File: src/design/pib_pkg.sv
// Constants and types shared by the parallel I/O bus bridge
package pib_pkg;

   // Host address decode
   localparam int unsigned ADDR_W        = 16;
   localparam int unsigned BLOCK_LSB     = 6;
   localparam int unsigned BLOCK_W       = 10;
   localparam int unsigned PORT_W        = 6;
   localparam int unsigned DATA_W        = 8;

   // Option strap positions
   localparam int unsigned OPT_W         = 3;
   localparam int unsigned OPT_MEMEX     = 0;
   localparam int unsigned OPT_WAIT      = 1;
   localparam int unsigned OPT_BUSAK     = 2;

   // Wait state length in host clock cycles
   localparam int unsigned WAIT_CYCLES   = 1;

   // AHB register map (byte addresses)
   localparam logic [11:0] REG_CTRL      = 12'h000;
   localparam logic [11:0] REG_STATUS    = 12'h004;
   localparam logic [11:0] REG_LAST      = 12'h008;
   localparam int unsigned REG_AW        = 12;

   // CTRL fields
   localparam int unsigned CTRL_ENABLE   = 0;
   localparam int unsigned CTRL_SOFT_RST = 1;
   localparam logic [1:0]  CTRL_RESET    = 2'h1;

   // STATUS fields
   localparam int unsigned ST_SEL        = 0;
   localparam int unsigned ST_CRESET     = 1;
   localparam int unsigned ST_WAIT       = 2;
   localparam int unsigned ST_OPT_LSB    = 4;
   localparam int unsigned ST_STRAP_LSB  = 8;

   // LAST fields
   localparam int unsigned LAST_PORT_LSB = 0;
   localparam int unsigned LAST_DATA_LSB = 8;
   localparam int unsigned LAST_WR       = 16;

   // AHB encodings
   localparam logic [1:0]  HTRANS_NONSEQ = 2'h2;
   localparam logic [1:0]  HTRANS_SEQ    = 2'h3;
   localparam logic        HRESP_OKAY    = 1'h0;

   // Cable access phase
   typedef enum logic [1:0] {
      PIB_IDLE,
      PIB_WAIT,
      PIB_ACTIVE
   } pib_state_t;

endpackage : pib_pkg

File: src/design/pib_bridge.sv
// Host backplane to parallel I/O cable bridge with AHB-Lite status registers
`timescale 1ns/1ps

module pib_bridge
   import pib_pkg::*;
(
   input  wire logic                  hclk,
   input  wire logic                  hresetn,
   // AHB-Lite slave
   input  wire logic                  hsel,
   input  wire logic [31:0]           haddr,
   input  wire logic [1:0]            htrans,
   input  wire logic                  hwrite,
   input  wire logic [2:0]            hsize,
   input  wire logic [31:0]           hwdata,
   input  wire logic                  hready,
   output logic      [31:0]           hrdata,
   output logic                       hreadyout,
   output logic                       hresp,
   // Host backplane memory cycles
   input  wire logic [ADDR_W-1:0]     host_addr,
   input  wire logic                  host_mreq_n,
   input  wire logic                  host_rd_n,
   input  wire logic                  host_wr_n,
   input  wire logic                  host_refresh_n,
   input  wire logic                  host_memex_n,
   input  wire logic                  host_busak_n,
   input  wire logic                  host_sysreset_n,
   input  wire logic [DATA_W-1:0]     host_data_in,
   output logic      [DATA_W-1:0]     host_data_out,
   output logic                       host_data_oe,
   output logic                       host_wait_n,
   output logic                       host_status0_n_out,
   output logic                       host_status0_n_oe,
   // Straps, high means jumper installed
   input  wire logic [BLOCK_W-1:0]    block_address_straps,
   input  wire logic [OPT_W-1:0]      option_straps,
   // Cable side
   output logic      [PORT_W-1:0]     cable_port_addr,
   output logic                       cable_read_strobe,
   output logic                       cable_write_strobe,
   input  wire logic [DATA_W-1:0]     cable_data_in,
   output logic      [DATA_W-1:0]     cable_data_out,
   output logic                       cable_data_oe
);

   ////////////////////////////////////////////////////////////////////////////
   // Input synchronisers

   localparam int unsigned SYNC_W = ADDR_W + 6 + DATA_W + BLOCK_W + OPT_W + DATA_W;

   logic [SYNC_W-1:0] sync1_r;
   logic [SYNC_W-1:0] sync2_r;
   logic [SYNC_W-1:0] sync_in;

   assign sync_in = {host_addr, host_mreq_n, host_rd_n, host_wr_n, host_refresh_n,
                     host_memex_n, host_busak_n, host_data_in, block_address_straps,
                     option_straps, cable_data_in};

   always_ff @(posedge hclk or negedge hresetn) begin
      if (!hresetn) begin
         sync1_r <= '1;
         sync2_r <= '1;
      end else begin
         sync1_r <= sync_in;
         sync2_r <= sync1_r;
      end
   end

   // Reset pin kept in its own pair; resets low on async reset
   logic rst_sync1_r;
   logic rst_sync2_r;

   always_ff @(posedge hclk or negedge hresetn) begin
      if (!hresetn) begin
         rst_sync1_r <= 1'b0;
         rst_sync2_r <= 1'b0;
      end else begin
         rst_sync1_r <= host_sysreset_n;
         rst_sync2_r <= rst_sync1_r;
      end
   end

   logic [ADDR_W-1:0]  s_addr;
   logic               s_mreq_n;
   logic               s_rd_n;
   logic               s_wr_n;
   logic               s_refresh_n;
   logic               s_memex_n;
   logic               s_busak_n;
   logic [DATA_W-1:0]  s_host_data;
   logic [BLOCK_W-1:0] s_straps;
   logic [OPT_W-1:0]   s_opts;
   logic [DATA_W-1:0]  s_cable_data;

   assign {s_addr, s_mreq_n, s_rd_n, s_wr_n, s_refresh_n, s_memex_n, s_busak_n,
           s_host_data, s_straps, s_opts, s_cable_data} = sync2_r;

   ////////////////////////////////////////////////////////////////////////////
   // Software control register

   logic [1:0] ctrl_r;

   ////////////////////////////////////////////////////////////////////////////
   // Address decode

   logic [BLOCK_W-1:0] block_pattern;
   logic               addr_match;
   logic               memex_ok;
   logic               host_rd;
   logic               host_wr;
   logic               sel;
   logic               cable_reset;

   assign block_pattern = ~s_straps;
   assign addr_match    = (s_addr[ADDR_W-1:BLOCK_LSB] == block_pattern);
   assign memex_ok      = !s_opts[OPT_MEMEX] || !s_memex_n;
   assign host_rd       = !s_mreq_n && !s_rd_n;
   assign host_wr       = !s_mreq_n && !s_wr_n;
   assign sel           = addr_match && s_refresh_n && memex_ok
                          && ctrl_r[CTRL_ENABLE] && (host_rd || host_wr);
   assign cable_reset   = !rst_sync2_r || ctrl_r[CTRL_SOFT_RST];

   ////////////////////////////////////////////////////////////////////////////
   // Access sequencing and wait state

   pib_state_t state_r;
   pib_state_t state_nxt;
   logic [1:0] wait_cnt_r;

   always_comb begin
      state_nxt = state_r;
      unique case (state_r)
         PIB_IDLE: begin
            if (sel) begin
               state_nxt = s_opts[OPT_WAIT] ? PIB_WAIT : PIB_ACTIVE;
            end
         end
         PIB_WAIT: begin
            if (!sel) begin
               state_nxt = PIB_IDLE;
            end else if (wait_cnt_r == 2'(WAIT_CYCLES - 1)) begin
               state_nxt = PIB_ACTIVE;
            end
         end
         PIB_ACTIVE: begin
            if (!sel) begin
               state_nxt = PIB_IDLE;
            end
         end
      endcase
   end

   always_ff @(posedge hclk or negedge hresetn) begin
      if (!hresetn) begin
         state_r <= PIB_IDLE;
      end else begin
         state_r <= state_nxt;
      end
   end

   always_ff @(posedge hclk or negedge hresetn) begin
      if (!hresetn) begin
         wait_cnt_r <= 2'h0;
      end else if (state_r == PIB_WAIT) begin
         wait_cnt_r <= wait_cnt_r + 2'h1;
      end else begin
         wait_cnt_r <= 2'h0;
      end
   end

   // One host clock of wait request per selected access
   always_ff @(posedge hclk or negedge hresetn) begin
      if (!hresetn) begin
         host_wait_n <= 1'b1;
      end else begin
         host_wait_n <= !(state_nxt == PIB_WAIT);
      end
   end

   ////////////////////////////////////////////////////////////////////////////
   // Cable control strobes and port address

   always_ff @(posedge hclk or negedge hresetn) begin
      if (!hresetn) begin
         cable_read_strobe  <= 1'b1;
         cable_write_strobe <= 1'b1;
      end else if (cable_reset) begin
         cable_read_strobe  <= 1'b1;
         cable_write_strobe <= 1'b1;
      end else begin
         cable_read_strobe  <= sel && host_rd && (state_nxt == PIB_ACTIVE);
         cable_write_strobe <= sel && host_wr && (state_nxt == PIB_ACTIVE);
      end
   end

   always_ff @(posedge hclk or negedge hresetn) begin
      if (!hresetn) begin
         cable_port_addr <= '0;
      end else begin
         cable_port_addr <= s_addr[PORT_W-1:0];
      end
   end

   ////////////////////////////////////////////////////////////////////////////
   // Data transceiver steering

   always_ff @(posedge hclk or negedge hresetn) begin
      if (!hresetn) begin
         cable_data_oe  <= 1'b0;
         cable_data_out <= '0;
         host_data_oe   <= 1'b0;
         host_data_out  <= '0;
      end else begin
         cable_data_oe  <= sel && host_wr && !cable_reset;
         cable_data_out <= s_host_data;
         host_data_oe   <= sel && host_rd && !cable_reset;
         host_data_out  <= s_cable_data;
      end
   end

   ////////////////////////////////////////////////////////////////////////////
   // Bus acknowledge onto status 0

   always_ff @(posedge hclk or negedge hresetn) begin
      if (!hresetn) begin
         host_status0_n_out <= 1'b1;
         host_status0_n_oe  <= 1'b0;
      end else begin
         host_status0_n_out <= s_busak_n;
         host_status0_n_oe  <= s_opts[OPT_BUSAK];
      end
   end

   ////////////////////////////////////////////////////////////////////////////
   // Last access capture

   logic [PORT_W-1:0] last_port_r;
   logic [DATA_W-1:0] last_data_r;
   logic              last_wr_r;

   always_ff @(posedge hclk or negedge hresetn) begin
      if (!hresetn) begin
         last_port_r <= '0;
         last_data_r <= '0;
         last_wr_r   <= 1'b0;
      end else if (cable_read_strobe && !cable_write_strobe) begin
         last_port_r <= cable_port_addr;
         last_data_r <= s_cable_data;
         last_wr_r   <= 1'b0;
      end else if (cable_write_strobe && !cable_read_strobe) begin
         last_port_r <= cable_port_addr;
         last_data_r <= cable_data_out;
         last_wr_r   <= 1'b1;
      end
   end

   ////////////////////////////////////////////////////////////////////////////
   // AHB-Lite slave

   logic              ahb_take;
   logic              dp_wr_r;
   logic [REG_AW-1:0] dp_addr_r;

   assign ahb_take = hsel && hready && (htrans == HTRANS_NONSEQ || htrans == HTRANS_SEQ);

   always_ff @(posedge hclk or negedge hresetn) begin
      if (!hresetn) begin
         dp_wr_r   <= 1'b0;
         dp_addr_r <= '0;
      end else begin
         dp_wr_r   <= ahb_take && hwrite;
         dp_addr_r <= haddr[REG_AW-1:0];
      end
   end

   always_ff @(posedge hclk or negedge hresetn) begin
      if (!hresetn) begin
         ctrl_r <= CTRL_RESET;
      end else if (dp_wr_r && dp_addr_r == REG_CTRL) begin
         ctrl_r <= hwdata[1:0];
      end
   end

   logic [31:0] rd_mux;

   always_comb begin
      rd_mux = 32'h0;
      unique case (haddr[REG_AW-1:0])
         REG_CTRL: begin
            rd_mux[1:0] = ctrl_r;
         end
         REG_STATUS: begin
            rd_mux[ST_SEL]    = sel;
            rd_mux[ST_CRESET] = cable_reset;
            rd_mux[ST_WAIT]   = !host_wait_n;
            rd_mux[ST_OPT_LSB +: OPT_W]     = s_opts;
            rd_mux[ST_STRAP_LSB +: BLOCK_W] = s_straps;
         end
         REG_LAST: begin
            rd_mux[LAST_PORT_LSB +: PORT_W] = last_port_r;
            rd_mux[LAST_DATA_LSB +: DATA_W] = last_data_r;
            rd_mux[LAST_WR]                 = last_wr_r;
         end
         default: begin
            rd_mux = 32'h0;
         end
      endcase
   end

   always_ff @(posedge hclk or negedge hresetn) begin
      if (!hresetn) begin
         hrdata <= 32'h0;
      end else if (ahb_take && !hwrite) begin
         hrdata <= rd_mux;
      end
   end

   always_ff @(posedge hclk or negedge hresetn) begin
      if (!hresetn) begin
         hreadyout <= 1'b1;
         hresp     <= HRESP_OKAY;
      end else begin
         hreadyout <= 1'b1;
         hresp     <= HRESP_OKAY;
      end
   end

endmodule : pib_bridge

File: config.mk
export PLATFORM = sky130hd
export DESIGN_NAME = pib_bridge
export DESIGN_NICKNAME = d
export VERILOG_FILES = /design/src/design/pib_pkg.sv /design/src/design/pib_bridge.sv
export SDC_FILE = /design/constraint.sdc
export NUM_CORES = 1
export LEC_CHECK = 0
export ABC_AREA = 0
export ABC_CLOCK_PERIOD_IN_PS = 1600
export BUFFER_PORTS_ARGS = -buffer_cell sky130_fd_sc_hd__buf_2
export CELL_PAD_IN_SITES_DETAIL_PLACEMENT = 0
export CELL_PAD_IN_SITES_GLOBAL_PLACEMENT = 2
export CORE_MARGIN = 8
export CORE_UTILIZATION = 31
export CTS_CLUSTER_SIZE = 30
export DETAILED_ROUTE_END_ITERATION = 8
export HOLD_SLACK_MARGIN = 0.1
export PLACE_DENSITY_LB_ADDON = 0.12
export SYNTH_ARGS = -nofsm -noshare
export SYNTH_HDL_FRONTEND = slang
export SYNTH_SLANG_ARGS = --single-unit
export TNS_END_PERCENT = 50
File: constraint.sdc
create_clock -name hclk -period 1.6 [get_ports hclk]
set_input_delay 0.24 -clock hclk [delete_from_list [all_inputs] [get_ports hclk]]
set_output_delay 0.24 -clock hclk [all_outputs]
set_load 0.02 [all_outputs]
== Word level (Yosys, flattened, before mapping) ==
Index checks and enable logic that the tools add are counted.

* Flip-flop bits (word level): 184
* Logic and storage cells: 96
* Output and inout port bits: 63

* Equality and inequality tests: 9
* $add $sub $neg: 1
* Mux-type cells: 22
* Bitwise logic cells: 1
* Reduce and logical (&&, ||, !) cells: 40

{| class="wikitable"
|+ Operators by type and width
! operator !! number
|-
| $logic_not 12->1 || 2
|-
| $logic_and 1x1->1 || 19
|-
| $pmux 9 s2 || 1
|-
| $mux 8 || 2
|-
| $eq 12x3->1 const B || 1
|-
| $eq 12x4->1 const B || 1
|-
| $logic_not 1->1 || 12
|-
| $mux 2 || 6
|-
| $mux 6 || 2
|-
| $pmux 2 s3 || 2
|-
| $eq 10x10->1 || 1
|-
| $not 10->10 || 1
|-
| $eq 2x2->1 const B || 4
|-
| $mux 1 || 7
|-
| $eq 2x1->1 const B || 2
|-
| $logic_not 2->1 || 2
|-
| $logic_or 1x1->1 || 4
|-
| $pmux 2 s2 || 1
|-
| $add 2x1->2 const B || 1
|-
| $pmux 1 s2 || 1
|-
| $reduce_bool 2->1 || 1
|}

== Logic depth before layout (Yosys ltp) ==
* Depth in word-level cells: 11
* Gate-level depth with buffers: 6

== Least setup slack after synthesis ==
Ideal clock, no wire load.

* Kind: register -> register
* From: reg cable_write_strobe
* To: reg last_port_r[3]
* Buffers on the path: 2
* Cell stages (with the launch flop): 6
* Setup slack: -0.217 ns
* Arrival time: 1.692 ns
* Library setup time: 0.125 ns
* Required time: 1.475 ns
* Path through: dfstp_2 inv_1 ha_1 clkbuf_1 clkbuf_1 mux2_2

* Word-level cells in the longest chain between the ends: 3
* Elaborated cells between the ends (all ways): 5

{| class="wikitable"
|+ RTL lines
! what !! line !! text
|-
| from (decl) || pib_bridge.sv:41 || <nowiki>output logic cable_write_strobe,</nowiki>
|-
| from (signal assigned) || pib_bridge.sv:193 || <nowiki>cable_write_strobe <= sel && host_wr && (state_nxt == PIB_ACTIVE);</nowiki>
|-
| $logic_not 1->1 || pib_bridge.sv:247 || <nowiki>end else if (cable_read_strobe && !cable_write_strobe) begin</nowiki>
|-
| $logic_and 1x1->1 || pib_bridge.sv:247 ||
|-
| $mux 6 or $reduce_bool 2->1 (tied branches) || - ||
|-
| to (signal assigned) || pib_bridge.sv:248 || <nowiki>last_port_r <= cable_port_addr;</nowiki>
|-
| to (signal assigned) || pib_bridge.sv:252 || <nowiki>last_port_r <= cable_port_addr;</nowiki>
|-
| to (decl) || pib_bridge.sv:238 || <nowiki>logic [PORT_W-1:0] last_port_r;</nowiki>
|}

Parallel ways exist; a longest one is shown, timed or not.
A chain may end at the register's enable or synchronous reset.

== Worst setup path after layout ==
* From: reg ctrl_r[0]
* To: reg state_r[1]

* Word-level cells in the longest chain between the ends: 4
* Elaborated cells between the ends (all ways): 6

{| class="wikitable"
|+ RTL lines
! what !! line !! text
|-
| from (decl) || pib_bridge.sv:102 || <nowiki>logic [1:0] ctrl_r;</nowiki>
|-
| from (signal assigned) || pib_bridge.sv:281 || <nowiki>ctrl_r <= hwdata[1:0];</nowiki>
|-
| $logic_and 1x1->1 * (2 in a row) || pib_bridge.sv:121 || <nowiki>&& ctrl_r[CTRL_ENABLE] && (host_rd || host_wr);</nowiki>
|-
| $mux 2 (on tied branches) || pib_bridge.sv:147, pib_bridge.sv:135, pib_bridge.sv:140 ||
|-
| $pmux 2 s3 * || pib_bridge.sv:133 || <nowiki>unique case (state_r)</nowiki>
|-
| net state_nxt[1] || pib_bridge.sv:128 || <nowiki>pib_state_t state_nxt;</nowiki>
|-
| to (signal assigned) || pib_bridge.sv:158 || <nowiki>state_r <= state_nxt;</nowiki>
|-
| to (decl) || pib_bridge.sv:127 || <nowiki>pib_state_t state_r;</nowiki>
|}

The timed path passes the listed nets; every way through them passes the cells marked *.

==> out/results.tsv <==
stage	metric	value	unit
drt	totalWireLength	13600	um
clocking	clkSinkCount	184	
critical_path	critPathRequiredTime	1910	ps
place	place.gp.congestion	0.714	
yosys	synthTopCellsByArea	dfstp_2 47%, dfrtp_1 32%, buf_4 2.1%	
drt	vias_per_cell	4.13	
floorplan	start_util	0.317	
yosys	avgSynthCellArea	16.2	sq um
yosys	synth_most_common_cell	dfstp_2	
drt	dr_total_vias	3580	
yosys	muxShareOfSynthArea	0.0360	
sta	rsz0062_at_grt	yes	
critical_path	setup.worst_path.end_class	flop	
critical_path	path_max_fanout	2	
final_layout	fillCellCount	1726	
global_routing	grt_pass1_wl	21700	um
final_layout	n_antenna_cell	0	
yosys	synth_edf_count	0	
run	cap_violations	0	
yosys	post_synth_instance_area	0.00597	sq mm
yosys	synth_cell_types	39	
clocking	cts_made_buffers	17	
yosys	dominantRegCellSynth	dfstp_2	
final_layout	syn_to_final_growth	43.5	%
global_routing	use_met1	0.152	
global_routing	grt_max_degree	49	
yosys	netlist_instances	369	
yosys	synth_compound_area_frac	0.0541	
sta	fin_ws	-97.3	ps
yosys	yosys.area.top_type	dfstp_2	
clocking	cts_tree	built	
hold_path	worstHoldPathType	primary input to flop	
floorplan	io_pins	189	
yosys	async_flop_share	1.00	
yosys	synthTopCellsByCount	107 x dfstp_2, 77 x dfrtp_1, 26 x nand2_1, 22 x o21ai_0, 17 x buf_4	
global_routing	grt_usage	0.120	
sta	fin_tns_setup	-218	ps
sta	fmax	589	MHz
sta	hold_viol	0	
yosys	synth_top_area_share	0.471	
floorplan	die_width	155	um
floorplan	coreArea	0.0188	sq mm
drt	drt_iter0_drc	182	
critical_path	cp.arrival	2010	ps
pwr	finalPower	0.0101	W
sta	skew	7.39	ps
yosys	yosys_warnings	0	
clocking	htreeDepth	4	
pwr	powerDensity	1180	mW/mm^2
sta	period_needed	1700	ps
clocking	clockBufferDepth	2	
critical_path	worst-setup-path-type	flop to flop	
global_routing	antenna_found_initial	0	
drt	drc_errors	0	
drt	routedWlPerCell	15.7	um
sta	setup_violations	4	
place	dpl.cell_count	763	
yosys	synthXorXnorAreaFrac	0.0147	
pwr	ir_drop	0.711	mV
drt	ant_nets	0	
run_status	status	finished with violations	
final_layout	layout.cells.non_filler	867	
clocking	cts.clk_slew.worst_paths	70	ps
global_routing	use_met3	0.0521	
sta	timing.final.crit_share	1.06	
place	dp_hpwl	9300	um
yosys	ys_seq_elements	184	
run_status	failed_checks	negative setup slack	
floorplan	die_h	155	um
drt	first_pass_iters	4	
critical_path	cp-start-kind	flop	
sta	drv_slew	0	
global_routing	use_met2	0.181	
yosys	synth_fa_ha_area_frac	0.00838	
yosys	synth_top_family_by_area	simple AND/OR/NAND/NOR gates	
clocking	cts_root_buf	clkbuf_16	
place	place.port_buffers	117	
yosys	ys_seq_area_frac	0.794	
final_layout	fin_nets	724	
global_routing	busiest_layer	met2	
pwr	power_leakage	3.74	nW
final_layout	drive_gt1_frac	0.529	
global_routing	grt_pass1_vias	4061	
clocking	clk_latency	420	ps
yosys	synth_simple_gate_area_frac	0.0593	
floorplan	die_area	0.0240	sq mm
floorplan	fp-row-count	50	
global_routing	grt_overflow	0	
==> repair_timing <==
action                                 in CTS  in global routing
setup endpoints to repair                   5                  9
pin swaps                                   2                 13
gates resized for setup                     3                 28
hold buffers                               68                  0
endpoints found under the hold margin     155                  0
setup buffers                               1                  3
==> sequential cells by signal, indices dropped and copies added (netlist names), 6 cells and up <==
signal,cells
hrdata,17
cable_data_out,8
dp_addr_r,12
host_data_out,8
sync1_r,51
sync2_r,51
last_port_r,6
cable_port_addr,6
last_data_r,8
==> where the power goes <==
| group | leakage [nW] | internal [W] | switching (W) | total [W] |
|---|---|---|---|---|
| sequential | 2.08 | 0.00502 | 0.000128 | 0.00514 |
| combinational | 1.38 | 0.000401 | 0.000399 | 0.000800 |
| clock | 0.284 | 0.00229 | 0.00185 | 0.00413 |
| total | 3.74 | 0.00770 | 0.00237 | 0.0101 |
==> final cells by class <==
cell class / instances / area [sq um] / share of cell area
sequential: 184 / 4740 / 0.553
inverter: 8 / 30.0 / 0.00350
clock inverter: 12 / 131 / 0.0153
multi-input combinational: 166 / 1270 / 0.148
timing repair buffer: 217 / 1610 / 0.188
clock buffer: 20 / 457 / 0.0533
tap: 260 / 325 / 0.0380
==> critical path, cell delays in order (launching register included) <==
cell and delay (ps):
dfstp_2 540, nand3b_1 120, nor4_2 330, and4_4 300
mux2_4 300
==> path summary, 6_finish.rpt <==
kind	startpoint	to	slack, ps	cells past startpoint
min in group asynchronous	hresetn	hrdata[17]$_DFFE_PN0P_	300	2
max in group asynchronous	hresetn	sync1_r[39]$_DFF_PN1_	690	3
min reg2reg	sync1_r[38]$_DFF_PN1_	sync2_r[38]$_DFF_PN1_	350	0
min	hsel	dp_wr_r$_DFF_PN0_	130	2
max reg2reg	ctrl_r[0]$_DFFE_PN1P_	state_r[1]$_DFF_PN0_	-100	4
max	ctrl_r[0]$_DFFE_PN1P_	state_r[1]$_DFF_PN0_	-100	4
==> cells in the final DEF (no fill, tap or decap), drive strengths merged, types with 2 or more instances in the layout <==
cell type and instances:
a21oi 3, a22oi 12, a32o 3, and2 3, and4 2, buf 148, clkbuf 21, clkinv 2
clkinvlp 2, conb 17, dfrtp 77, dfstp 107, dlygate4sd3 68, ha 4, inv 15, mux2 9
mux2i 11, nand2 26, nand2b 2, nand3 3, nand4 2, nand4b 2, nor2 6, nor2b 5
nor3 3, nor4 9, o21ai 23, o31ai 3, xnor2 10
==> logic make-up after synthesis <==
| logic type | after synthesis |
|---|---|
| AO/OA/AOI/OAI | 50 |
| XOR/XNOR | 10 |
| adder cells (fa/ha/maj) | 4 |
| buffers and inverters | 34 |
| flip-flops | 184 |
| multiplexers | 20 |
| other | 2 |
| AND/OR/NAND/NOR | 65 |
==> layer usage <==
layer / vias to the layer above / share of wire
li1: 1676 / -
met1: 1798 / 0.45
met2: 94 / 0.47
met3: 12 / 0.072
met4: 0 / 0.010
met5: - / 0
==> stage by stage <==
step	worst slack, ps	utilization	hold slack [ps]	cell area [sq um]
after floorplan	6.22	-	-55.6	6050
after global placement	-174	0.376	172	7080
after detailed placement	-153	0.376	177	7080
after CTS	-86.4	0.445	100	8380
after global routing	-162	0.455	109	8570
final	-97.3	0.455	126	8570
No activity file was read; power rests on OpenSTA's default activity.
